==> config.mk <==
export PLATFORM = sky130hd
export DESIGN_NAME = csdg_core
export DESIGN_NICKNAME = d
export VERILOG_FILES = /design/src/core/csdg_pkg.sv /design/src/core/csdg_core.sv
export SDC_FILE = /design/constraint.sdc
export NUM_CORES = 1
export LEC_CHECK = 0
export BUFFER_PORTS_ARGS = -buffer_cell sky130_fd_sc_hd__clkbuf_2
export CAP_MARGIN = 20
export CORE_MARGIN = 1.5
export CORE_UTILIZATION = 55
export DETAILED_ROUTE_END_ITERATION = 10
export GPL_ROUTABILITY_DRIVEN = 0
export GPL_TIMING_DRIVEN = 1
export PLACE_DENSITY = 0.82
export SLEW_MARGIN = 20
export SYNTH_ARGS = -nofsm -noshare
export SYNTH_HDL_FRONTEND = slang
export SYNTH_SLANG_ARGS = --single-unit
==> constraint.sdc <==
create_clock -name clk_sys_i -period 3.4 [get_ports clk_sys_i]
set_input_delay 0.68 -clock clk_sys_i [delete_from_list [all_inputs] [get_ports clk_sys_i]]
set_output_delay 0.68 -clock clk_sys_i [all_outputs]
set_load 0.05 [all_outputs]
==> src/core/csdg_pkg.sv <==
// Shared constants, field layouts and types of the clock select, divide and gate block.
`default_nettype none

package csdg_pkg;

    // ------------------------------------------------------------------
    // Register offsets
    // ------------------------------------------------------------------
    localparam logic [31:0] CSDG_ADDR_BUS_DIV   = 32'h0500_0000;
    localparam logic [31:0] CSDG_ADDR_TRIM      = 32'h0500_0002;
    localparam logic [31:0] CSDG_ADDR_GATES     = 32'h0500_0004;
    localparam logic [31:0] CSDG_ADDR_RADIO     = 32'h0500_0008;
    localparam logic [31:0] CSDG_ADDR_SRC_CTRL  = 32'h0500_000a;

    // ------------------------------------------------------------------
    // Field positions
    // ------------------------------------------------------------------
    localparam int CSDG_HDIV_LSB       = 0;    // Bus and CPU divider, two bits.
    localparam int CSDG_PDIV_LSB       = 4;    // Peripheral bus divider, two bits.
    localparam int CSDG_TRIM_LSB       = 0;    // Fine trim, eight bits.
    localparam int CSDG_QUAD_BIT       = 11;
    localparam int CSDG_SPI_BIT        = 10;
    localparam int CSDG_UART1_BIT      = 7;
    localparam int CSDG_UART2_BIT      = 6;
    localparam int CSDG_TWI_BIT        = 5;
    localparam int CSDG_WKUP_BIT       = 4;
    localparam int CSDG_TMR_BIT        = 3;
    localparam int CSDG_T0_DIV_LSB     = 0;    // Two bits.
    localparam int CSDG_RADIO_EN_BIT   = 7;
    localparam int CSDG_RADIO_RST_BIT  = 6;
    localparam int CSDG_RADIO_DIV_LSB  = 4;    // Two bits.
    localparam int CSDG_RFCU_BIT       = 3;
    localparam int CSDG_ON_XTAL_BIT    = 7;
    localparam int CSDG_ON_RC_BIT      = 6;
    localparam int CSDG_ON_LP_BIT      = 5;
    localparam int CSDG_LP_SEL_LSB     = 3;    // Two bits.
    localparam int CSDG_XOFF_BIT       = 2;
    localparam int CSDG_SYS_SEL_LSB    = 0;    // Two bits.

    // ------------------------------------------------------------------
    // Source codes and reset values
    // ------------------------------------------------------------------
    localparam logic [1:0] CSDG_SRC_XTAL    = 2'h0;
    localparam logic [1:0] CSDG_SRC_RC      = 2'h1;
    localparam logic [1:0] CSDG_SRC_LP      = 2'h2;
    localparam logic [7:0] CSDG_TRIM_RST    = 8'h80;
    localparam logic [1:0] CSDG_SYS_SEL_RST = 2'h1;
    localparam logic       CSDG_QUAD_RST    = 1'b1;
    localparam logic       CSDG_SLEEP_RST   = 1'b1;

    typedef enum logic [1:0] {CSDG_SW_IDLE, CSDG_SW_DRAIN, CSDG_SW_ACQUIRE} csdg_sw_state_t;

    // Register port request.
    typedef struct packed {
        logic        wr;
        logic        rd;
        logic [31:0] addr;
        logic [15:0] wdata;
    } csdg_bus_req_t;

    // Peripheral clock gate levels.
    typedef struct packed {
        logic quad;
        logic spi;
        logic uart1;
        logic uart2;
        logic twi;
        logic wkup;
        logic timers;
    } csdg_gates_t;

    // Whole state of the block.
    typedef struct packed {
        logic [4:0]     s1;
        logic [4:0]     s2;
        logic [4:0]     s3;
        logic [1:0]     hdiv;
        logic [1:0]     pdiv;
        logic [7:0]     trim;
        csdg_gates_t    gates;
        logic [1:0]     t0_div;
        logic           radio_en;
        logic           radio_rst;
        logic [1:0]     radio_div;
        logic           rfcu;
        logic [1:0]     lp_sel;
        logic           xoff;
        logic [1:0]     sys_sel;
        logic [1:0]     active;
        logic [1:0]     target;
        csdg_sw_state_t sw;
        logic [2:0]     hcnt;
        logic [2:0]     pcnt;
        logic [2:0]     tcnt;
        logic [2:0]     rcnt;
        logic           hclk_en;
        logic           pclk_en;
        logic           tmr_tick;
        logic           radio_tick;
        logic [15:0]    rdata;
    } csdg_state_t;

    localparam csdg_state_t CSDG_STATE_RST = '{
        trim:      CSDG_TRIM_RST,
        gates:     '{quad: CSDG_QUAD_RST, default: 1'b0},
        radio_rst: CSDG_SLEEP_RST,
        sys_sel:   CSDG_SYS_SEL_RST,
        active:    CSDG_SRC_RC,
        target:    CSDG_SRC_RC,
        sw:        CSDG_SW_IDLE,
        default:   '0
    };

endpackage : csdg_pkg

`default_nettype wire

==> src/core/csdg_core.sv <==
// Clock source selection, bus and peripheral clock dividers and clock gates with register port.
//
// What this block does
// - Bus and CPU clock divided by 1/2/4/8.
// - Peripheral bus clock cascades from bus clock divider.
// - Eight-bit crystal fine trim, resets to 0x80.
// - Quadrature decoder clock gate, on after reset.
// - Wakeup capture timer clock gate, off after reset.
// - One gate for both general timers.
// - Timer zero clock divided by 1/2/4/8.
// - Radio core clocks only while enable bit set.
// - Radio sleep timer held in reset, resets set.
// - Radio core clock divided by 1/2/4/8.
// - RF control unit clock gate, off after reset.
// - Flag shows fast crystal drives system clock.
// - Flag shows fast RC drives system clock.
// - Flag shows low-power clock drives system clock.
// - Low-power clock source select, four choices.
// - Crystal-off bit stops crystal and keeps it off.
// - System clock source select, resets to fast RC.
//
// Design decision made here: the strobed register port.
`default_nettype none

module csdg_core (
    input  wire logic                   clk_sys_i,
    input  wire logic                   arst_n_i,
    input  wire csdg_pkg::csdg_bus_req_t bus_i,
    output logic [15:0]                 rdata_o,
    input  wire logic                   xtal_tick_i,
    input  wire logic                   rc_tick_i,
    input  wire logic                   lp_tick_i,
    input  wire logic                   xtal_settled_i,
    input  wire logic                   xtal_trim_done_i,
    output logic                        hclk_en_o,
    output logic                        pclk_en_o,
    output logic                        timer_zero_tick_o,
    output logic                        radio_core_tick_o,
    output csdg_pkg::csdg_gates_t       gates_o,
    output logic                        rf_control_unit_clock_gate_o,
    output logic                        radio_sleep_timer_reset_o,
    output logic [7:0]                  fast_crystal_fine_trim_o,
    output logic                        fast_crystal_enable_o,
    output logic [1:0]                  low_power_clock_source_select_o
);
    import csdg_pkg::*;

    // ------------------------------------------------------------------
    // Decoding helpers
    // ------------------------------------------------------------------

    // Terminal count for a divide-by-1/2/4/8 code.
    function automatic logic [2:0] div_mask(input logic [1:0] code);
        case (code)
            2'h0:    return 3'h0;
            2'h1:    return 3'h1;
            2'h2:    return 3'h3;
            default: return 3'h7;
        endcase
    endfunction

    // One step of a tick divider: returns the divided tick above the new count.
    function automatic logic [3:0] div_step(input logic in_tick, input logic [2:0] cnt, input logic [1:0] code);
        if (!in_tick) begin
            return {1'b0, cnt};
        end
        if (cnt >= div_mask(code)) begin
            return {1'b1, 3'h0};
        end
        return {1'b0, 3'(cnt + 3'h1)};
    endfunction

    // Selection code to source; both upper codes mean the low-power clock.
    function automatic logic [1:0] src_of(input logic [1:0] sel);
        case (sel)
            2'h0:    return CSDG_SRC_XTAL;
            2'h1:    return CSDG_SRC_RC;
            default: return CSDG_SRC_LP;
        endcase
    endfunction

    // Tick of a given source out of the synchronised edge vector.
    function automatic logic tick_of(input logic [2:0] edges, input logic [1:0] src);
        case (src)
            CSDG_SRC_XTAL: return edges[0];
            CSDG_SRC_RC:   return edges[1];
            default:       return edges[2];
        endcase
    endfunction

    // ------------------------------------------------------------------
    // State
    // ------------------------------------------------------------------
    csdg_state_t q;
    csdg_state_t n;

    // All next-state logic. Oscillator ticks arrive from foreign clocks, so they
    // pass two flops before the third stage and the edge detector read them.
    always_comb begin
        logic [2:0] edges;
        logic       src_tick;
        logic [1:0] want;
        edges    = 3'h0;
        src_tick = 1'b0;
        want     = 2'h0;
        n        = q;

        n.s1  = {xtal_trim_done_i, xtal_settled_i, lp_tick_i, rc_tick_i, xtal_tick_i};
        n.s2  = q.s1;
        n.s3  = q.s2;
        edges = q.s2[2:0] & ~q.s3[2:0];

        // Source switch. The old source delivers one last tick, then nothing
        // passes until the new source shows a rising edge, so no runt pulse
        // reaches the dividers. A source that never ticks stalls the switch.
        want = src_of(q.sys_sel);
        case (q.sw)
            CSDG_SW_IDLE: begin
                src_tick = tick_of(edges, q.active);
                if (want != q.active) begin
                    n.sw     = CSDG_SW_DRAIN;
                    n.target = want;
                end
            end
            CSDG_SW_DRAIN: begin
                if (tick_of(edges, q.active)) begin
                    src_tick = 1'b1;
                    n.sw     = CSDG_SW_ACQUIRE;
                end
            end
            CSDG_SW_ACQUIRE: begin
                if (tick_of(edges, q.target)) begin
                    n.active = q.target;
                    n.sw     = CSDG_SW_IDLE;
                end
            end
            default: begin
                n.sw = CSDG_SW_IDLE;
            end
        endcase

        // Divider chain; the peripheral bus divider counts bus clock ticks.
        {n.hclk_en, n.hcnt}       = div_step(src_tick, q.hcnt, q.hdiv);
        {n.pclk_en, n.pcnt}       = div_step(n.hclk_en, q.pcnt, q.pdiv);
        {n.tmr_tick, n.tcnt}      = div_step(src_tick & q.gates.timers, q.tcnt, q.t0_div);
        {n.radio_tick, n.rcnt}    = div_step(src_tick & q.radio_en, q.rcnt, q.radio_div);

        // Register writes. Read-only flag bits ignore written data.
        if (bus_i.wr) begin
            case (bus_i.addr)
                CSDG_ADDR_BUS_DIV: begin
                    n.hdiv = bus_i.wdata[CSDG_HDIV_LSB +: 2];
                    n.pdiv = bus_i.wdata[CSDG_PDIV_LSB +: 2];
                end
                CSDG_ADDR_TRIM: begin
                    n.trim = bus_i.wdata[CSDG_TRIM_LSB +: 8];
                end
                CSDG_ADDR_GATES: begin
                    n.gates.quad   = bus_i.wdata[CSDG_QUAD_BIT];
                    n.gates.spi    = bus_i.wdata[CSDG_SPI_BIT];
                    n.gates.uart1  = bus_i.wdata[CSDG_UART1_BIT];
                    n.gates.uart2  = bus_i.wdata[CSDG_UART2_BIT];
                    n.gates.twi    = bus_i.wdata[CSDG_TWI_BIT];
                    n.gates.wkup   = bus_i.wdata[CSDG_WKUP_BIT];
                    n.gates.timers = bus_i.wdata[CSDG_TMR_BIT];
                    n.t0_div       = bus_i.wdata[CSDG_T0_DIV_LSB +: 2];
                end
                CSDG_ADDR_RADIO: begin
                    n.radio_en  = bus_i.wdata[CSDG_RADIO_EN_BIT];
                    n.radio_rst = bus_i.wdata[CSDG_RADIO_RST_BIT];
                    n.radio_div = bus_i.wdata[CSDG_RADIO_DIV_LSB +: 2];
                    n.rfcu      = bus_i.wdata[CSDG_RFCU_BIT];
                end
                CSDG_ADDR_SRC_CTRL: begin
                    n.lp_sel  = bus_i.wdata[CSDG_LP_SEL_LSB +: 2];
                    n.xoff    = bus_i.wdata[CSDG_XOFF_BIT];
                    n.sys_sel = bus_i.wdata[CSDG_SYS_SEL_LSB +: 2];
                end
                default: begin
                end
            endcase
        end

        // Read data stand for exactly one cycle; unmapped addresses read zero.
        n.rdata = 16'h0000;
        if (bus_i.rd) begin
            case (bus_i.addr)
                CSDG_ADDR_BUS_DIV: begin
                    n.rdata[CSDG_HDIV_LSB +: 2] = q.hdiv;
                    n.rdata[CSDG_PDIV_LSB +: 2] = q.pdiv;
                end
                CSDG_ADDR_TRIM: begin
                    n.rdata[CSDG_TRIM_LSB +: 8] = q.trim;
                end
                CSDG_ADDR_GATES: begin
                    n.rdata[CSDG_QUAD_BIT]         = q.gates.quad;
                    n.rdata[CSDG_SPI_BIT]          = q.gates.spi;
                    n.rdata[CSDG_UART1_BIT]        = q.gates.uart1;
                    n.rdata[CSDG_UART2_BIT]        = q.gates.uart2;
                    n.rdata[CSDG_TWI_BIT]          = q.gates.twi;
                    n.rdata[CSDG_WKUP_BIT]         = q.gates.wkup;
                    n.rdata[CSDG_TMR_BIT]          = q.gates.timers;
                    n.rdata[CSDG_T0_DIV_LSB +: 2]  = q.t0_div;
                end
                CSDG_ADDR_RADIO: begin
                    n.rdata[CSDG_RADIO_EN_BIT]        = q.radio_en;
                    n.rdata[CSDG_RADIO_RST_BIT]       = q.radio_rst;
                    n.rdata[CSDG_RADIO_DIV_LSB +: 2]  = q.radio_div;
                    n.rdata[CSDG_RFCU_BIT]            = q.rfcu;
                end
                CSDG_ADDR_SRC_CTRL: begin
                    n.rdata[CSDG_ON_XTAL_BIT]       = (q.active == CSDG_SRC_XTAL);
                    n.rdata[CSDG_ON_RC_BIT]         = (q.active == CSDG_SRC_RC);
                    n.rdata[CSDG_ON_LP_BIT]         = (q.active == CSDG_SRC_LP);
                    n.rdata[CSDG_LP_SEL_LSB +: 2]   = q.lp_sel;
                    n.rdata[CSDG_XOFF_BIT]          = q.xoff;
                    n.rdata[CSDG_SYS_SEL_LSB +: 2]  = q.sys_sel;
                end
                default: begin
                end
            endcase
        end
    end

    // State register.
    always_ff @(posedge clk_sys_i or negedge arst_n_i) begin
        if (!arst_n_i) begin
            q <= CSDG_STATE_RST;
        end else begin
            q <= n;
        end
    end

    // ------------------------------------------------------------------
    // Outputs, all straight from the state register
    // ------------------------------------------------------------------
    assign rdata_o                         = q.rdata;
    assign hclk_en_o                       = q.hclk_en;
    assign pclk_en_o                       = q.pclk_en;
    assign timer_zero_tick_o               = q.tmr_tick;
    assign radio_core_tick_o               = q.radio_tick;
    assign gates_o                         = q.gates;
    assign rf_control_unit_clock_gate_o    = q.rfcu;
    assign radio_sleep_timer_reset_o       = q.radio_rst;
    assign fast_crystal_fine_trim_o        = q.trim;
    // The crystal stays off while the bit is set, across any sleep in between.
    assign fast_crystal_enable_o           = ~q.xoff;
    assign low_power_clock_source_select_o = q.lp_sel;
endmodule // csdg_core

`default_nettype wire

==> reports/qor.yml, run 1 <==
status:
  status: "finished, violations left"
  violations: "design-rule violations"
flow_run:
  max_cap_violations: 0
placed_design:
  io_buffers: 82
  dp_cells: 470
  pre_cts_ws_ns: 0.419
  hpwl_um: 5760
drt:
  first_pass_iters: 10
  routed-via-count: 2802
  drt_iter0_drc: 195
  wl_per_cell_um: 16.2
  drt.antenna.violating_nets: 0
  drc_errors: 7
  drt_wl_total_um: 7870
  viasPerCell: 5.77
floorplan:
  dieArea_sq_um: 7210
  start_util_pct: 57.5
  die_x_um: 84.9
  rows: 29
  io_pins: 97
  coreArea_sq_um: 6420
  fp.dieH_um: 84.9
clock_network:
  clock-root-buffer: "clkbuf_8"
  clock_latency_ns: 0.34
  clkSinkCount: 72
  cts_tree: "done"
  cts_setup_buffers: 0
  cts_resized: 0
  cts_buffer_depth: 2
  cts_buffers: 9
  clk_pin_slew_ns: 0.07
  cts_max_level: 3
  postCtsHoldBufs: 0
synth:
  synth_area_sq_um: 3690
  yosys.area.top_type: "dfrtp_1"
  ys_types: 47
  synth_area_leaders: "dfrtp_1 45%, mux2_2 10%, buf_4 6.7%, ha_1 5.4%, dfstp_2 4.3%"
  synth_ff_type: "dfrtp_1"
  synth_seq_cells: 72
  synthArstFlopShare_pct: 100
  yosysSeqAreaShare_pct: 49.0
  synth_top_area_share_pct: 44.7
  synth-edff-count: 0
  synth.avg_cell_area_sq_um: 10.9
  ys_warn_count: 0
  synthCells: 338
worst_setup_path:
  path_class: "input pin to register"
  critPathCaptureType: "register"
  crit_fanout: 5
  cp.arrival_ns: 2.86
  start_kind: "input pin"
  cp.required_ns: 3.63
timing:
  slew_headroom_pct: 55.5
  timing.final.crit_share_pct: 77.4
  drv_slew: 0
  hold_violations: 0
  tns_ns: 0
  setup_violations: 0
  clock-skew-final_ns: 0.00743
  rsz0062_at_grt: "no"
  min_period_ns: 2.63
  max_freq_mhz: 380
  fin_ws_ns: 0.770
  max_slew.worst_pin.slew_ns: 0.665
  holdWs_ns: 0.353
min_path:
  hp-class: "register to register"
cells_and_area:
  finalNonFillerCells: 486
  drive_gt1_share_pct: 37.2
  syn2layout_area_growth_pct: 13.8
  utilization_pct: 65.4
  n_antenna_cell: 0
  fin_nets: 477
global_routing:
  grt.total_usage_pct: 22.5
  grt_max_degree: 73
  grt_pass1_wl_um: 12600
  gr-total-overflow: 0
  grt_antenna_before_repair: 0
  grt_pass1_vias: 2670
pwr:
  p_per_area_nw_per_um2: 387
  worst_ir_drop_vdd_mv: 0.238
  p_leak_nw: 2.11
logic make-up after synthesis:
group                    after synthesis  synth area share (%)
XOR/XNOR                               2                 0.475
AO/OA/AOI/OAI                         56                  10.4
AND/OR/NAND/NOR                       97                  14.2
buffers and inverters                 57                  9.18
adder cells (fa/ha/maj)               16                  5.42
other                                  1                 0.102
flip-flops                            72                  49.0
multiplexers                          37                  11.2
registers in the layout, indices dropped and copies added (netlist names):
| register | count |
|---|---|
| n | 6 |
| radio_sleep_timer_reset_o | 1 |
| timer_zero_tick_o | 1 |
| rf_control_unit_clock_gate_o | 1 |
| hclk_en_o | 1 |
| low_power_clock_source_select_o | 2 |
| fast_crystal_fine_trim_o | 8 |
| rdata_o | 10 |
| gates_o | 7 |
| q | 33 |
| radio_core_tick_o | 1 |
| pclk_en_o | 1 |
synth_stat cells (3+ instances only):
cell       count
dfrtp_1       66
mux2_2        34
buf_4         33
nand2_1       24
nor2_1        19
inv_1         18
ha_1          16
o21ai_0       15
nand2b_1      10
nor4_1         8
a21oi_1        7
a22oi_1        6
dfstp_2        6
a21o_1         5
nor3_1         5
clkbuf_1       4
nand3_1        4
nor2b_1        4
o2bb2ai_1      4
or2_2          4
a22o_1         3
and3_1         3
mux2i_1        3
nand4_1        3
o211ai_1       3
critical path, stage by stage:
cell      delay (ns)
clkbuf_2        0.08
nor4b_1         0.31
nand4_1         0.16
or4_1           0.70
nor2_1          0.52
mux2_2          0.40
worst paths after layout:
kind | start | end | slack (ns) | depth (start not counted)
hold / removal | n[75]$_DFF_PN0_ | n[70]$_DFF_PN0_ | 0.35 | 0
max in group asynchronous | arst_n_i | gates_o[6]$_DFFE_PN1P_ | 2.71 | 2
hold reg to reg | n[75]$_DFF_PN0_ | n[70]$_DFF_PN0_ | 0.35 | 0
setup / recovery | bus_i[30] | q[39]$_DFFE_PN0P_ | 0.77 | 6
setup reg to reg | q[67]$_DFFE_PN0P_ | q[26]$_DFFE_PN0P_ | 1.15 | 7
min in group asynchronous | arst_n_i | q[23]$_DFFE_PN0P_ | 0.36 | 2
power breakdown:
part	switching (W)	leakage [nW]	internal, W
combinational	0.0000703	1.05	0.0000332
sequential	0.00000266	0.961	0.000863
clock	0.000300	0.100	0.000356
total	0.000373	2.11	0.00125
through the flow:
step,instance area (sq um),power (W)
after floorplan,3710,0.000930
after global placement,4010,0.000982
after CTS,4200,0.00164
final,4200,0.00162
after detailed placement,4010,0.000985
after global routing,4200,0.00169
layer usage:
metal  up-vias  track usage [%]  wire length (um)
met5         -                0                 0
met4         0             9.54               144
met3        16             4.09               524
met2       122             37.1              3890
met1      1368             29.4              3310
li1       1296                -                 -
cells in the final DEF, fill, tap and decap left out, types with 3 or more instances in the layout:
master,n
ha_1,16
nand2_1,24
clkbuf_2,81
dfstp_2,6
o21ai_0,15
dfrtp_1,66
inv_1,18
clkinv_2,3
or2_2,4
clkbuf_8,10
nor4_1,8
nor2_1,19
conb_1,6
o2bb2ai_1,4
mux2i_1,3
o211ai_1,3
and3_1,3
buf_4,6
nand3_1,4
a21oi_1,7
a21o_1,5
nand2b_1,10
mux2_2,34
a22o_1,3
nor3_1,5
a22oi_1,6
nor2b_1,4
nand4_1,3
final cells by class:
cell class	count	area, sq um
Clock buffer	12	145
Tap cell	77	96.3
Sequential cell	72	1810
Fill cell	500	2220
Clock inverter	4	45.0
Multi-Input combinational cell	214	1560
Timing Repair Buffer	89	475
Inverter	18	67.6
No activity file was read; power rests on OpenSTA's default activity.
==> run 2: changes to the inputs <==
--- a/config.mk
+++ b/config.mk
@@ -8,11 +8,11 @@
 export BUFFER_PORTS_ARGS = -buffer_cell sky130_fd_sc_hd__clkbuf_2
 export CAP_MARGIN = 20
 export CORE_MARGIN = 1.5
-export CORE_UTILIZATION = 55
+export CORE_UTILIZATION = 48
 export DETAILED_ROUTE_END_ITERATION = 10
 export GPL_ROUTABILITY_DRIVEN = 0
 export GPL_TIMING_DRIVEN = 1
-export PLACE_DENSITY = 0.82
+export PLACE_DENSITY = 0.76
 export SLEW_MARGIN = 20
 export SYNTH_ARGS = -nofsm -noshare
 export SYNTH_HDL_FRONTEND = slang
==> constraint.sdc (replaced) <==
create_clock -name clk_sys_i -period 2.18 [get_ports clk_sys_i]
set_input_delay 0.436 -clock clk_sys_i [delete_from_list [all_inputs] [get_ports clk_sys_i]]
set_output_delay 0.436 -clock clk_sys_i [all_outputs]
set_load 0.05 [all_outputs]
==> run 2 against run 1 <==
Effect of this change:
- the run ends with negative setup slack left
- count of clock-buffer cells in the layout down 2
- highest routed layer unchanged
- largest cell class unchanged
- power up 63%
- utilization down 5.4 points
==> reports/qor.yml, run 2 (synthesis gave the netlist of run 1 again) <==
flow_run:
  max_cap_violations: 0
clock_network:
  cts_max_level: 3
  cts_buffers: 9
  cts_buffer_depth: 2
  cts_tree: "done"
  postCtsHoldBufs: 0
  clock_latency_ns: 0.34
  clock-root-buffer: "clkbuf_8"
  clkSinkCount: 72
  clk_pin_slew_ns: 0.07
timing:
  setup_violations: 2
  fin_ws_ns: -0.00432
  max_freq_mhz: 458
  rsz0062_at_grt: "yes"
  drv_slew: 0
  tns_ns: -0.00681
  hold_violations: 0
  timing.final.crit_share_pct: 100
  min_period_ns: 2.18
  clock-skew-final_ns: 0.00651
drt:
  drt_wl_total_um: 8140
  wl_per_cell_um: 15.6
  drt_iter0_drc: 202
  drc_errors: 0
  viasPerCell: 5.35
  first_pass_iters: 4
  routed-via-count: 2785
  drt.antenna.violating_nets: 0
worst_setup_path:
  cp.required_ns: 2.40
  critPathCaptureType: "register"
  crit_fanout: 5
  start_kind: "input pin"
  slowest_delay_ns: 0.53
  crit_family: "simple AND/OR/NAND/NOR gates"
  path_cells: "clkbuf_2 -> nor4_2 -> nand4_1 -> or4_4 -> buf_6 -> nor2_2 -> buf_4 -> mux2_2"
  cp_slowest_cell: "or4_4"
  path_class: "input pin to register"
  cp_num_buf_inv: 3
  cp.arrival_ns: 2.40
pwr:
  p_leak_nw: 2.21
  worst_ir_drop_vdd_mv: 0.302
  p_per_area_nw_per_um2: 603
cells_and_area:
  fin_nets: 490
  largest_reg_flops: 33
  largest_register: "q"
  syn2layout_area_growth_pct: 19.1
  layout_commonest_cell: "clkbuf_2"
  n_fill_cell: 606
  n_antenna_cell: 0
  layout.cells.most_common_list: "81 x clkbuf_2, 66 x dfrtp_1, 34 x mux2_2"
  finalInstanceArea_sq_um: 4400
  drive_gt1_share_pct: 40.5
global_routing:
  grt_pass1_wl_um: 13300
  grt_max_degree: 73
  grt_antenna_before_repair: 0
  gr-total-overflow: 0
  grt_pass1_vias: 2822
  grt.total_usage_pct: 20.4
status:
  status: "finished, violations left"
  violations: "negative setup slack"
placed_design:
  io_buffers: 82
  hpwl_um: 5890
  dpl-instance-area_sq_um: 4140
floorplan:
  dieArea_sq_um: 8230
  die_x_um: 90.7
  start_util_pct: 50.4
  rows: 31
  coreArea_sq_um: 7330
  io_pins: 97
  fp.dieH_um: 90.7
min_path:
  hp-class: "input pin to async pin"
==> run 2: cell count changes in the layout (fill, tap and decap cells not counted) <==
cell / change
nor4_2: +2
clkbuf_1: -1
clkinv_4: +1
or4_1: -1
nor4b_4: +1
nor4_1: -3
buf_6: +1
buf_4: +12
nor4b_1: -1
clkbuf_8: -1
nor4_4: +1
bufinv_16: +1
or4_4: +1
==> run 2: report_power, final <==
| group | internal (W) | total [W] | switching, W | leakage (nW) |
|---|---|---|---|---|
| registers | 0.00135 | 0.00135 | 0.00000351 | 0.961 |
| logic | 0.0000573 | 0.000175 | 0.000117 | 1.13 |
| clock network | 0.000641 | 0.00113 | 0.000488 | 0.110 |
==> run 2: final timing paths <==
kind,from,slack (ns),endpoint,depth (start not counted)
worst max-delay path,bus_i[22],-0.004,q[49]$_DFFE_PN0P_,8
min in group clk_sys_i,rc_tick_i,0.20,n[75]$_DFF_PN0_,1
worst min register to register,n[76]$_DFF_PN0_,0.35,n[71]$_DFF_PN0_,0
worst max register to register,q[67]$_DFFE_PN0P_,0.30,q[31]$_DFFE_PN0P_,8
max in group asynchronous,arst_n_i,1.73,q[34]$_DFFE_PN1P_,2
worst min-delay path,arst_n_i,0.12,rdata_o[0]$_DFF_PN0_,2
==> run 2: timing repair <==
| item | CTS | global route |
|---|---|---|
| setup buffers | 0 | 0 |
| gates resized for setup | 0 | 8 |
| setup endpoints to repair | 0 | 28 |
==> run 2: through the flow <==
stage                     instances  hold slack, ns  utilization [%]  total power [W]  setup WS, ns
final                           521           0.125             60.0          0.00265      -0.00432
after global routing            521           0.134             60.0          0.00276       -0.0903
after CTS                       521           0.129             59.3          0.00267       0.00626
after detailed placement        505           0.336             56.4          0.00154        -0.348
after global placement          505           0.334             56.4          0.00154        -0.292
after floorplan                 343           0.140                -          0.00145        -0.167
==> run 2: area by class of cell <==
class	count	area [sq um]	share of cell area (%)
clock buffers	10	128	2.90
clock inverters	6	83.8	1.91
inverters	18	67.6	1.54
multi-input cells	214	1610	36.6
flip-flops and latches	72	1810	41.1
well taps	99	124	2.82
repair buffers	102	577	13.1
==> run 2: per-layer routing <==
layer  vias up  global-route usage (%)  part of all wire [%]
met3        13                    4.21                   3.8
met5         -                       0                     0
li1       1319                       -                     -
met2        79                    33.3                    51
met1      1374                    26.0                    44
met4         0                    9.52                   1.9
